File: src/hdl/srs_pkg.sv
package srs_pkg;

    // ==========================================================
    // clock and timing
    localparam int CLK_PERIOD_NS  = 100;
    localparam int NS_PER_US      = 1000;
    localparam int NS_PER_MS      = 1000000;
    localparam int POR_TIME_MS    = 23;
    localparam int PIN_TIME_US    = 760;
    localparam int BYTE_TIME_US   = 91;
    localparam int PHY_TIME_US    = 110;
    localparam int VPHY_TIME_US   = 1;

    localparam int POR_CYCLES     = (POR_TIME_MS * NS_PER_MS + CLK_PERIOD_NS - 1) / CLK_PERIOD_NS;
    localparam int PIN_CYCLES     = (PIN_TIME_US * NS_PER_US + CLK_PERIOD_NS - 1) / CLK_PERIOD_NS;
    localparam int BYTE_CYCLES    = (BYTE_TIME_US * NS_PER_US + CLK_PERIOD_NS - 1) / CLK_PERIOD_NS;
    localparam int PHY_CYCLES     = (PHY_TIME_US * NS_PER_US + CLK_PERIOD_NS - 1) / CLK_PERIOD_NS;
    localparam int VPHY_CYCLES    = (VPHY_TIME_US * NS_PER_US + CLK_PERIOD_NS - 1) / CLK_PERIOD_NS;

    // ==========================================================
    // widths
    localparam int HOLD_W         = 18;
    localparam int BYTE_W         = 10;
    localparam int PHY_CNT_W      = 11;
    localparam int STRAP_W        = 8;
    localparam int NUM_PHY        = 3;
    localparam int VPHY_IDX       = 2;

    // ==========================================================
    // values
    localparam logic [31:0] BYTE_TEST_PATTERN = 32'h8765_4321;
    localparam logic [31:0] BYTE_TEST_INVALID = 32'h0000_0000;
    localparam logic [STRAP_W-1:0] STRAP_RESET = 8'h00;

    // ==========================================================
    // sequencer states
    typedef enum logic [2:0] {
        ST_CHIP_HOLD,
        ST_LATCH,
        ST_LOAD,
        ST_READY,
        ST_SOFT
    } srs_state_t;

endpackage

File: src/hdl/srs_phy_reset_timer.sv
`timescale 1ns/10ps

module srs_phy_reset_timer
    import srs_pkg::*;
#(
    parameter int CYCLES = PHY_CYCLES
) (
    // clock and reset
    input  wire logic clk_i,
    input  wire logic resetn_i,
    // reset sources
    input  wire logic chip_rst_i,
    input  wire logic rc_set_i,
    input  wire logic basic_set_i,
    input  wire logic pd_exit_i,
    // status and resets
    output logic      rc_bit_o,
    output logic      basic_bit_o,
    output logic      phy_reset_n_o,
    output logic      reg_reset_n_o,
    output logic      prot_reset_n_o
);

    localparam logic [PHY_CNT_W-1:0] LAST = PHY_CNT_W'(CYCLES - 1);

    logic [PHY_CNT_W-1:0] cnt_reg;
    logic                 busy_reg;
    logic                 done;
    logic                 start;

    assign start = rc_set_i | basic_set_i | pd_exit_i;
    assign done  = busy_reg && (cnt_reg == LAST);

    // ==========================================================
    // timer
    always_ff @(posedge clk_i or negedge resetn_i) begin
        if (!resetn_i) begin
            busy_reg <= 1'b0;
            cnt_reg  <= '0;
        end else if (start || chip_rst_i) begin
            busy_reg <= start;
            cnt_reg  <= '0;
        end else if (done) begin
            busy_reg <= 1'b0;
        end else if (busy_reg) begin
            cnt_reg  <= cnt_reg + 1'b1;
        end
    end

    // ==========================================================
    // self-clearing bits, set wins over clear
    always_ff @(posedge clk_i or negedge resetn_i) begin
        if (!resetn_i) begin
            rc_bit_o    <= 1'b0;
            basic_bit_o <= 1'b0;
        end else if (chip_rst_i) begin
            rc_bit_o    <= 1'b0;
            basic_bit_o <= 1'b0;
        end else begin
            rc_bit_o    <= rc_set_i | (rc_bit_o & ~done);
            basic_bit_o <= basic_set_i | (basic_bit_o & ~done);
        end
    end

    // ==========================================================
    // reset outputs
    always_ff @(posedge clk_i or negedge resetn_i) begin
        if (!resetn_i) begin
            phy_reset_n_o  <= 1'b0;
            reg_reset_n_o  <= 1'b0;
            prot_reset_n_o <= 1'b0;
        end else if (chip_rst_i) begin
            phy_reset_n_o  <= 1'b0;
            reg_reset_n_o  <= 1'b0;
            prot_reset_n_o <= 1'b0;
        end else begin
            phy_reset_n_o  <= ~(start | (busy_reg & ~done));
            reg_reset_n_o  <= ~((rc_set_i | basic_set_i) | ((rc_bit_o | basic_bit_o) & ~done));
            prot_reset_n_o <= ~(rc_set_i | (rc_bit_o & ~done));
        end
    end
endmodule // srs_phy_reset_timer

File: src/hdl/srs_reset_sequencer.sv
`timescale 1ns/10ps

// Operation
// - power-on or pin reset asserts all resets, latches straps, then runs loader
// - straps captured only once every chip-level reset source is released
// - external reset pin low starts a full chip-level reset
// - core soft reset resets everything except the three PHYs and the protected bits
// - core soft reset reruns loader without re-latching straps
// - core soft reset keeps bits not affected by soft reset
// - endian probe reads invalid until serial resets finish, then fixed pattern
// - ready set after reset completes; host polls probe then ready
// - writes before ready are invalid; host waits for ready
// - power-on reset takes about 23 ms plus 91 us per loaded byte
// - pin reset takes about 760 us plus 91 us per loaded byte
// - core soft reset takes about 760 us plus 91 us per byte
// - single PHY reset affects that PHY only; no strap latch, no loader
// - port 2 PHY reset by control or basic bit; both self-clear
// - port 2 PHY reset bits clear about 110 us after trigger
// - leaving power-down resets the PHY without touching its registers
// - basic control reset bit keeps bits not affected by soft reset
// - port 1 PHY reset like port 2, bits clear after 110 us
// - virtual PHY reset by either bit, self-clears after 1 us
module srs_reset_sequencer
    import srs_pkg::*;
#(
    parameter int POR_HOLD_CYCLES = POR_CYCLES,
    parameter int PIN_HOLD_CYCLES = PIN_CYCLES
) (
    // clock and power-on reset
    input  wire logic                 clk_i,
    input  wire logic                 resetn_i,
    // pins
    input  wire logic                 ext_reset_n_i,
    input  wire logic [STRAP_W-1:0]   straps_i,
    // reset control register writes
    input  wire logic                 core_soft_reset_set_i,
    input  wire logic [NUM_PHY-1:0]   phy_rc_reset_set_i,
    // phy basic control and power state
    input  wire logic [NUM_PHY-1:0]   phy_basic_reset_set_i,
    input  wire logic [NUM_PHY-1:0]   phy_pd_exit_i,
    // eeprom loader
    input  wire logic                 loader_done_i,
    // host access
    input  wire logic                 host_write_i,
    // eeprom loader control
    output logic                      loader_start_o,
    output logic                      loader_byte_tick_o,
    // internal resets
    output logic                      core_reset_n_o,
    output logic                      prot_reset_n_o,
    output logic                      serial_if_reset_n_o,
    output logic [NUM_PHY-1:0]        phy_reset_n_o,
    output logic [NUM_PHY-1:0]        phy_reg_reset_n_o,
    output logic [NUM_PHY-1:0]        phy_prot_reset_n_o,
    // status
    output logic [STRAP_W-1:0]        straps_latched_o,
    output logic                      core_soft_reset_bit_o,
    output logic [NUM_PHY-1:0]        phy_rc_reset_bit_o,
    output logic [NUM_PHY-1:0]        phy_basic_reset_bit_o,
    output logic                      ready_o,
    output logic [31:0]               byte_test_o,
    output logic                      host_write_ok_o,
    output logic                      host_write_invalid_o
);

    localparam logic [HOLD_W-1:0] POR_LAST  = HOLD_W'(POR_HOLD_CYCLES - 1);
    localparam logic [HOLD_W-1:0] PIN_LAST  = HOLD_W'(PIN_HOLD_CYCLES - 1);
    localparam logic [BYTE_W-1:0] BYTE_LAST = BYTE_W'(BYTE_CYCLES - 1);

    // ==========================================================
    // declarations
    srs_state_t           state_reg;
    srs_state_t           state_next;
    logic                 ext_meta_reg;
    logic                 ext_sync_reg;
    logic [STRAP_W-1:0]   strap_meta_reg;
    logic [STRAP_W-1:0]   strap_sync_reg;
    logic                 por_reg;
    logic [HOLD_W-1:0]    hold_cnt_reg;
    logic [HOLD_W-1:0]    hold_last;
    logic [BYTE_W-1:0]    byte_cnt_reg;
    logic                 hold_done;
    logic                 chip_rst;

    // ==========================================================
    // pin synchronisers
    always_ff @(posedge clk_i or negedge resetn_i) begin
        if (!resetn_i) begin
            ext_meta_reg   <= 1'b0;
            ext_sync_reg   <= 1'b0;
            strap_meta_reg <= STRAP_RESET;
            strap_sync_reg <= STRAP_RESET;
        end else begin
            ext_meta_reg   <= ext_reset_n_i;
            ext_sync_reg   <= ext_meta_reg;
            strap_meta_reg <= straps_i;
            strap_sync_reg <= strap_meta_reg;
        end
    end

    // ==========================================================
    // sequencer
    assign hold_last = por_reg ? POR_LAST : PIN_LAST;
    assign hold_done = (hold_cnt_reg == hold_last);
    assign chip_rst  = (state_reg == ST_CHIP_HOLD);

    always_comb begin
        state_next = state_reg;
        if (!ext_sync_reg) begin
            state_next = ST_CHIP_HOLD;
        end else begin
            case (state_reg)
                ST_CHIP_HOLD: begin
                    if (hold_done) begin
                        state_next = ST_LATCH;
                    end
                end
                ST_LATCH: begin
                    state_next = ST_LOAD;
                end
                ST_LOAD: begin
                    if (core_soft_reset_set_i) begin
                        state_next = ST_SOFT;
                    end else if (loader_done_i) begin
                        state_next = ST_READY;
                    end
                end
                ST_READY: begin
                    if (core_soft_reset_set_i) begin
                        state_next = ST_SOFT;
                    end
                end
                ST_SOFT: begin
                    if (core_soft_reset_set_i) begin
                        state_next = ST_SOFT;
                    end else if (hold_done) begin
                        state_next = ST_LOAD;
                    end
                end
                default: begin
                    state_next = ST_CHIP_HOLD;
                end
            endcase
        end
    end

    always_ff @(posedge clk_i or negedge resetn_i) begin
        if (!resetn_i) begin
            state_reg <= ST_CHIP_HOLD;
        end else begin
            state_reg <= state_next;
        end
    end

    // ==========================================================
    // reset duration
    always_ff @(posedge clk_i or negedge resetn_i) begin
        if (!resetn_i) begin
            por_reg      <= 1'b1;
            hold_cnt_reg <= '0;
        end else begin
            if (!ext_sync_reg && state_reg != ST_CHIP_HOLD) begin
                por_reg <= 1'b0;
            end else if (core_soft_reset_set_i && state_reg != ST_CHIP_HOLD) begin
                por_reg <= 1'b0;
            end
            if (state_next != state_reg || !ext_sync_reg || (core_soft_reset_set_i && state_reg != ST_CHIP_HOLD)) begin
                hold_cnt_reg <= '0;
            end else if ((state_reg == ST_CHIP_HOLD || state_reg == ST_SOFT) && !hold_done) begin
                hold_cnt_reg <= hold_cnt_reg + 1'b1;
            end
        end
    end

    // ==========================================================
    // strap latch
    always_ff @(posedge clk_i or negedge resetn_i) begin
        if (!resetn_i) begin
            straps_latched_o <= STRAP_RESET;
        end else if (state_reg == ST_LATCH) begin
            straps_latched_o <= strap_sync_reg;
        end
    end

    // ==========================================================
    // eeprom loader start and byte pacing
    always_ff @(posedge clk_i or negedge resetn_i) begin
        if (!resetn_i) begin
            loader_start_o     <= 1'b0;
            loader_byte_tick_o <= 1'b0;
            byte_cnt_reg       <= '0;
        end else begin
            loader_start_o     <= (state_next == ST_LOAD) && (state_reg != ST_LOAD);
            loader_byte_tick_o <= (state_next == ST_LOAD) && (state_reg == ST_LOAD) && (byte_cnt_reg == BYTE_LAST);
            if (state_reg != ST_LOAD || byte_cnt_reg == BYTE_LAST) begin
                byte_cnt_reg <= '0;
            end else begin
                byte_cnt_reg <= byte_cnt_reg + 1'b1;
            end
        end
    end

    // ==========================================================
    // internal resets
    always_ff @(posedge clk_i or negedge resetn_i) begin
        if (!resetn_i) begin
            core_reset_n_o      <= 1'b0;
            prot_reset_n_o      <= 1'b0;
            serial_if_reset_n_o <= 1'b0;
        end else begin
            core_reset_n_o      <= ~(state_next == ST_CHIP_HOLD || state_next == ST_SOFT);
            prot_reset_n_o      <= ~(state_next == ST_CHIP_HOLD);
            serial_if_reset_n_o <= ~(state_next == ST_CHIP_HOLD || state_next == ST_SOFT);
        end
    end

    // ==========================================================
    // status
    always_ff @(posedge clk_i or negedge resetn_i) begin
        if (!resetn_i) begin
            core_soft_reset_bit_o <= 1'b0;
            ready_o               <= 1'b0;
            byte_test_o           <= BYTE_TEST_INVALID;
        end else begin
            if (state_next == ST_CHIP_HOLD) begin
                core_soft_reset_bit_o <= 1'b0;
            end else if (core_soft_reset_set_i) begin
                core_soft_reset_bit_o <= 1'b1;
            end else if (state_next == ST_READY) begin
                core_soft_reset_bit_o <= 1'b0;
            end
            ready_o     <= (state_next == ST_READY);
            byte_test_o <= (state_next == ST_CHIP_HOLD || state_next == ST_SOFT)
                           ? BYTE_TEST_INVALID : BYTE_TEST_PATTERN;
        end
    end

    // ==========================================================
    // host write screening
    always_ff @(posedge clk_i or negedge resetn_i) begin
        if (!resetn_i) begin
            host_write_ok_o      <= 1'b0;
            host_write_invalid_o <= 1'b0;
        end else begin
            host_write_ok_o      <= host_write_i & ready_o;
            host_write_invalid_o <= host_write_i & ~ready_o;
        end
    end

    // ==========================================================
    // single-module phy resets
    genvar gi;
    generate
        for (gi = 0; gi < NUM_PHY; gi++) begin : g_phy
            srs_phy_reset_timer #(
                .CYCLES (gi == VPHY_IDX ? VPHY_CYCLES : PHY_CYCLES)
            ) u_timer (
                .clk_i          (clk_i),
                .resetn_i       (resetn_i),
                .chip_rst_i     (chip_rst),
                .rc_set_i       (phy_rc_reset_set_i[gi]),
                .basic_set_i    (phy_basic_reset_set_i[gi]),
                .pd_exit_i      (phy_pd_exit_i[gi]),
                .rc_bit_o       (phy_rc_reset_bit_o[gi]),
                .basic_bit_o    (phy_basic_reset_bit_o[gi]),
                .phy_reset_n_o  (phy_reset_n_o[gi]),
                .reg_reset_n_o  (phy_reg_reset_n_o[gi]),
                .prot_reset_n_o (phy_prot_reset_n_o[gi])
            );
        end
    endgenerate
endmodule // srs_reset_sequencer

File: config.mk
export PLATFORM = sky130hd
export DESIGN_NAME = srs_reset_sequencer
export DESIGN_NICKNAME = d
export VERILOG_FILES = /design/src/hdl/srs_pkg.sv /design/src/hdl/srs_phy_reset_timer.sv /design/src/hdl/srs_reset_sequencer.sv
export SDC_FILE = /design/constraint.sdc
export NUM_CORES = 1
export LEC_CHECK = 0
export BUFFER_PORTS_ARGS = -buffer_cell sky130_fd_sc_hd__buf_2
export CAP_MARGIN = 20
export CORE_ASPECT_RATIO = 1.25
export CORE_UTILIZATION = 55
export CTS_BUF_LIST = sky130_fd_sc_hd__clkbuf_4
export DETAILED_ROUTE_END_ITERATION = 16
export PLACE_DENSITY_LB_ADDON = 0.1
export REMOVE_ABC_BUFFERS = 1
export SLEW_MARGIN = 40
export SYNTH_ARGS = -nofsm -noshare
export SYNTH_HDL_FRONTEND = slang
export SYNTH_SLANG_ARGS = --single-unit
export TNS_END_PERCENT = 100
File: constraint.sdc
create_clock -name clk_i -period 4.79 [get_ports clk_i]
set_clock_uncertainty 0.15 [all_clocks]
set_input_delay 0.479 -clock clk_i [delete_from_list [all_inputs] [get_ports clk_i]]
set_output_delay 0.479 -clock clk_i [all_outputs]
set_load 0.02 [all_outputs]
=== Word-level counts from Yosys, hierarchy flattened ===
Index checks and enable logic that the tools add are counted.

* Add/sub/neg operators: 5
* Multiply operators: 0
* Div/mod/pow operators: 0
* Order comparisons: 0
* Equality and inequality tests: 17
* Shift operators: 0
* Multiplexer cells: 48
* Bitwise gates (word level): 50
* Reductions and logical operators: 34

{| class="wikitable"
|+ Operator list
! operator !! count
|-
| $mux W11 || 9
|-
| $mux W18 || 3
|-
| $add A11 B1 Y11 const B || 3
|-
| $mux W32 || 1
|-
| $mux W1 || 26
|-
| $eq A11 B11 Y1 const B || 2
|-
| $mux W3 || 7
|-
| $or A1 B1 Y1 || 21
|-
| $add A18 B1 Y18 const B || 1
|-
| $eq A18 B18 Y1 || 1
|-
| $reduce_bool A2 Y1 || 8
|-
| $not A1 Y1 || 15
|-
| $pmux W3 S5 || 1
|-
| $and A1 B1 Y1 || 14
|-
| $eq A3 B2 Y1 const B || 4
|-
| $eq A11 B4 Y1 const B || 1
|-
| $add A10 B1 Y10 const B || 1
|-
| $eq A10 B10 Y1 const B || 1
|-
| $mux W10 || 1
|-
| $logic_and A1 B1 Y1 || 9
|-
| $logic_or A1 B1 Y1 || 8
|-
| $eq A3 B3 Y1 const B || 2
|-
| $logic_not A3 Y1 || 2
|-
| $ne A2 B2 Y1 const B || 3
|-
| 6 further kinds || 10
|}

* Register bits: 149
* Latch bits: 0
* Bits in writable memories: 0
* ROM bits: 0
* Memories kept: 0

=== Logic depth before layout (Yosys ltp) ===
* Depth in word-level cells: 10
* Gate-level depth with buffers: 7

=== Modules after synthesis ===
From an unflattened synthesis, not the netlist that was laid out.

* Cell total of the unflattened synthesis: 531
* Area total of the unflattened synthesis: 5729.2 um^2

{| class="wikitable"
|+ Modules (own cells, without submodules)
! module !! times used !! cells an instance !! area each (um^2) !! sequential area each (um^2)
|-
| srs_reset_sequencer || 1 || 286 || 3135.5 || 1652.8
|-
| srs_phy_reset_timer at g_phy[0].u_timer ... || 2 || 78 || 829.5 || 425.4
|-
| srs_phy_reset_timer at g_phy[2].u_timer || 1 || 89 || 934.6 || 425.4
|}

=== Least setup slack after synthesis ===
Ideal clock, no wire load.

* Kind: reg-to-reg
* Start: register hold_cnt_reg[9]
* End: register loader_byte_tick_o
* Library setup time: 0.087 ns
* Data arrival time: 2.110 ns
* Slack: 2.443 ns
* Cell stages (with the launch flop): 6
* Path buffers: 1
* Clock period less this slack: 2.347 ns
* Path through: dfrtp_1 buf_4 or4b_1 a2111o_1 or3_4 a211oi_2

* Cells in the longest elaborated chain, start to end: 8

{| class="wikitable"
|+ Ends and longest elaborated chain
! element !! RTL line !! text
|-
| start, declared || srs_reset_sequencer.sv:79 || <nowiki>logic [HOLD_W-1:0] hold_cnt_reg;</nowiki>
|-
| start signal, assigned || srs_reset_sequencer.sv:170 || <nowiki>hold_cnt_reg <= hold_cnt_reg + 1'b1;</nowiki>
|-
| $eq A18 B18 Y1 (*) || srs_reset_sequencer.sv:104 || <nowiki>assign hold_done = (hold_cnt_reg == hold_last);</nowiki>
|-
| $mux W3 || srs_reset_sequencer.sv:136 || <nowiki>end else if (hold_done) begin</nowiki>
|-
| $mux W3 || srs_reset_sequencer.sv:134 || <nowiki>if (core_soft_reset_set_i) begin</nowiki>
|-
| $pmux W3 S5 (*) || srs_reset_sequencer.sv:112 || <nowiki>case (state_reg)</nowiki>
|-
| $mux W3 (*) || srs_reset_sequencer.sv:109 || <nowiki>if (!ext_sync_reg) begin</nowiki>
|-
| $eq A3 B2 Y1 (*) || srs_reset_sequencer.sv:194 || <nowiki>loader_byte_tick_o <= (state_next == ST_LOAD) && (state_reg == ST_LOAD) && (byte_cnt_reg == BYTE_LAST);</nowiki>
|-
| $logic_and A1 B1 Y1 (*) (2 in series) || srs_reset_sequencer.sv:194 ||
|-
| end signal, assigned || srs_reset_sequencer.sv:194 ||
|-
| end, declared || srs_reset_sequencer.sv:47 || <nowiki>output logic loader_byte_tick_o,</nowiki>
|}

Mark *: on every way between the ends. The rest lies on a longest branch, timed or not.
A chain may end at the register's enable or synchronous reset.

=== Worst setup path in the final report ===
* Start: register hold_cnt_reg[9]
* End: register hold_cnt_reg[6]

* Cells in the longest elaborated chain, start to end: 9

{| class="wikitable"
|+ Ends and longest elaborated chain
! element !! RTL line !! text
|-
| $eq A18 B18 Y1 (*) || srs_reset_sequencer.sv:104 ||
|-
| $mux W3 || srs_reset_sequencer.sv:136 ||
|-
| $mux W3 || srs_reset_sequencer.sv:134 ||
|-
| $pmux W3 S5 || srs_reset_sequencer.sv:112 ||
|-
| $mux W3 || srs_reset_sequencer.sv:109 ||
|-
| $ne A3 B3 Y1 || srs_reset_sequencer.sv:167 || <nowiki>if (state_next != state_reg || !ext_sync_reg || (core_soft_reset_set_i && state_reg != ST_CHIP_HOLD)) begin</nowiki>
|-
| $logic_or A1 B1 Y1 (2 in series) || srs_reset_sequencer.sv:167 ||
|-
| $mux W18 or $reduce_bool A2 Y1 (tied branches) || -- ||
|}

Marks and branches as above.

==> results_dict.tcl <==
set metrics [dict create \
    status "completed" \
    rsz0062_at_grt "false" \
    drc 0 \
    pwr_density_cell_nw_per_um2 303 \
    cts-root-buf "clkbuf_4" \
    p_sw_w 0.000439 \
    grtUsageTotal_pct 20.3 \
    wl_per_cell_um 13.2 \
    ctsResizeCount 0 \
    hold_path.class "in2reg" \
    gp_congestion 0.827 \
    critPathArrivalTime_ns 2.95 \
    start_util_pct 56.2 \
    routed-via-count 3657 \
    final_common_cell "dfrtp_1" \
    die_area_um2 10200 \
    avgSynthCellArea_um2 10.6 \
    async_flop_share_pct 100 \
    cts.sinks 117 \
    clk_pin_slew_ns 0.10 \
    ys_warn_count 0 \
    synth_edf_count 0 \
    power.internal_w 0.00139 \
    areaGrowthSynthToFinish_pct 12.3 \
    finalHoldViolCount 0 \
    critPathLaunch "hold_cnt_reg[9]$_DFFE_PN0P_" \
    fp.dieH_um 113 \
    via_per_inst 5.12 \
    final_cell_mix "dfrtp_1 (116), nor2_1 (76), buf_2 (66)" \
    largest_reg_flops 33 \
    p_leak_nw 2.92 \
    synth.distinct_cells 52 \
    io_buffer_count 67 \
    p_sw_share_pct 24.0 \
    cp_max_fo 18 \
    nFillCells 810 \
    nNetsFinal 605 \
    overflow 0 \
    drtIter0Drc 155 \
    ioPinCount 87 \
    hpwl_um 6350 \
    critPathRequiredTime_ns 5.02 \
    r2r_start "hold_cnt_reg[9]$_DFFE_PN0P_" \
    slew_viol_final 0 \
    fin_tns_setup_ns 0 \
    synth-main-ff-cell "dfrtp_1" \
    period_needed_ns 2.72 \
    ys_ff_latch 117 \
    p_seq_share_pct 54.8 \
    cts_post_setup_buffers_inserted 0 \
    maxCapViolCount 0 \
    grt_pass1_wl_um 16100 \
    cts.path.max_buffers 2 \
    drt_wl_total_um 9420 \
    final-setup-viol-count 0 \
    drtAntennaViolNets 0 \
    die_width_um 90.4 \
    rows 40 \
    cts_hold_buf 16 \
    grt_max_degree 81 \
    n_antenna_cell 0 \
    cts_tree "yes" \
    hold_start "phy_pd_exit_i[2]" \
    htreeDepth 4 \
    clock_latency_ns 0.53 \
    first_pass_iters 4 \
    max_slew.worst_pin.slew_ns 0.823 \
    worstSetupPathType "reg2reg" \
    syn_area_um2 5380 \
    startpoint_type "register" \
    coreArea_um2 9560 \
    p_clk_share_pct 41.4 \
    ys_seq_area_share_pct 54.5 \
    fin_crit_sh_pct 56.9 \
    regArea_um2 2930 \
    combPwrFrac_pct 3.9 \
    power_w 0.00183 \
    cts_buffers 17 \
    grt_pass1_vias 3597 \
    drive_above_1_share_pct 21.3 \
    synthesis.instances 509 \
    multi_input_area_um2 2080 \
    cp-end-kind "register" \
    max-vdd-ir-drop_v 0.000183 \
    max_freq_mhz 367 \
    slew_headroom_pct 44.6 \
    antenna_found_initial 0 \
]
==> cells in the mapped netlist, types with 2 or more instances <==
master | count | area share, %
clkbuf_1 | 5 | 0.35
nor4_1 | 2 | 0.23
nor2_1 | 77 | 5.4
mux2i_1 | 2 | 0.37
a211oi_1 | 5 | 0.70
and2_1 | 6 | 0.70
nand2_1 | 37 | 2.6
a21oi_1 | 14 | 1.3
xor2_1 | 32 | 5.2
nor4b_1 | 4 | 0.65
inv_1 | 10 | 0.70
dfrtp_1 | 116 | 54
or2_2 | 2 | 0.23
and4_1 | 2 | 0.33
nand3_1 | 21 | 2.0
nor3_1 | 7 | 0.65
or4b_1 | 2 | 0.37
o21ai_0 | 12 | 1.1
a31oi_1 | 3 | 0.35
and2b_2 | 2 | 0.33
ha_1 | 7 | 1.6
nand4_1 | 14 | 1.6
buf_4 | 49 | 6.8
and4b_1 | 2 | 0.37
xnor2_1 | 18 | 2.9
mux2_2 | 8 | 1.7
buf_6 | 2 | 0.42
or3_1 | 5 | 0.58
nor2b_1 | 4 | 0.47
nor4bb_1 | 2 | 0.37
and3_1 | 16 | 1.9
==> power groups by stage <==
stage | Clock (W) | Sequential, W | Combinational, W
2_1_floorplan | 0 | 0.00102 | 0.0000275
3_3_place_gp | 0 | 0.00102 | 0.0000618
3_5_place_dp | 0 | 0.00102 | 0.0000630
4_1_cts | 0.000785 | 0.00100 | 0.0000723
5_1_grt | 0.000827 | 0.00101 | 0.0000810
6_report | 0.000758 | 0.00100 | 0.0000710
==> layout make-up <==
cell class | count | share of cell area [%]
inverters | 10 | 0.622
well taps | 126 | 2.61
clock buffers | 18 | 2.24
repair buffers | 85 | 8.56
flip-flops and latches | 117 | 48.5
multi-input cells | 344 | 34.5
clock inverters | 14 | 2.96
==> routing by layer <==
metal	up-vias	GRT usage (%)	wire length [um]
li1	1797	-	-
met1	1749	24.0	4180
met2	92	33.8	4640
met3	19	5.42	371
met4	0	11.2	225
met5	-	0	0
==> per-stage QoR <==
step,area (um2),cells,util (%),worst slack (ns),hold slack [ns]
5_1_grt,6040,714,63.2,1.92,0.0112
3_3_place_gp,5550,666,58.0,2.14,0.183
6_report,6040,714,63.2,2.07,0.0296
4_1_cts,6030,714,63.0,2.09,0.000733
3_5_place_dp,5550,666,58.1,2.11,0.186
2_1_floorplan,5030,471,-,2.09,0.0334
==> path summary, 6_finish.rpt <==
check	end	cells past startpoint	slack (ns)
max reg2reg	hold_cnt_reg[6]$_DFFE_PN0P_	4	2.07
min reg2reg	strap_sync_reg[6]$_DFF_PN0_	0	0.21
min in group asynchronous	g_phy[1].u_timer.busy_reg$_DFFE_PN0P_	2	0.37
min	g_phy[2].u_timer.busy_reg$_DFFE_PN0P_	3	0.03
max	hold_cnt_reg[6]$_DFFE_PN0P_	4	2.07
max in group asynchronous	por_reg$_DFFE_PN1P_	3	3.16
==> critical path, stage by stage, from the launching register on <==
cell      delay (ns)
dfrtp_1         0.49
or4b_1          0.60
a2111o_1        0.55
o211ai_2        0.68
nor2_1          0.11
==> kinds of logic after synthesis <==
group | Yosys count | share of synthesized area [%]
buf+inv | 66 | 8.31
xor+xnor | 50 | 8.15
fa+ha+maj | 7 | 1.63
compound gates | 44 | 5.24
other cells | 1 | 0.0697
simple gates | 214 | 20.1
mux | 10 | 2.05
flops | 117 | 54.5
No activity file was read; power rests on OpenSTA's default activity.
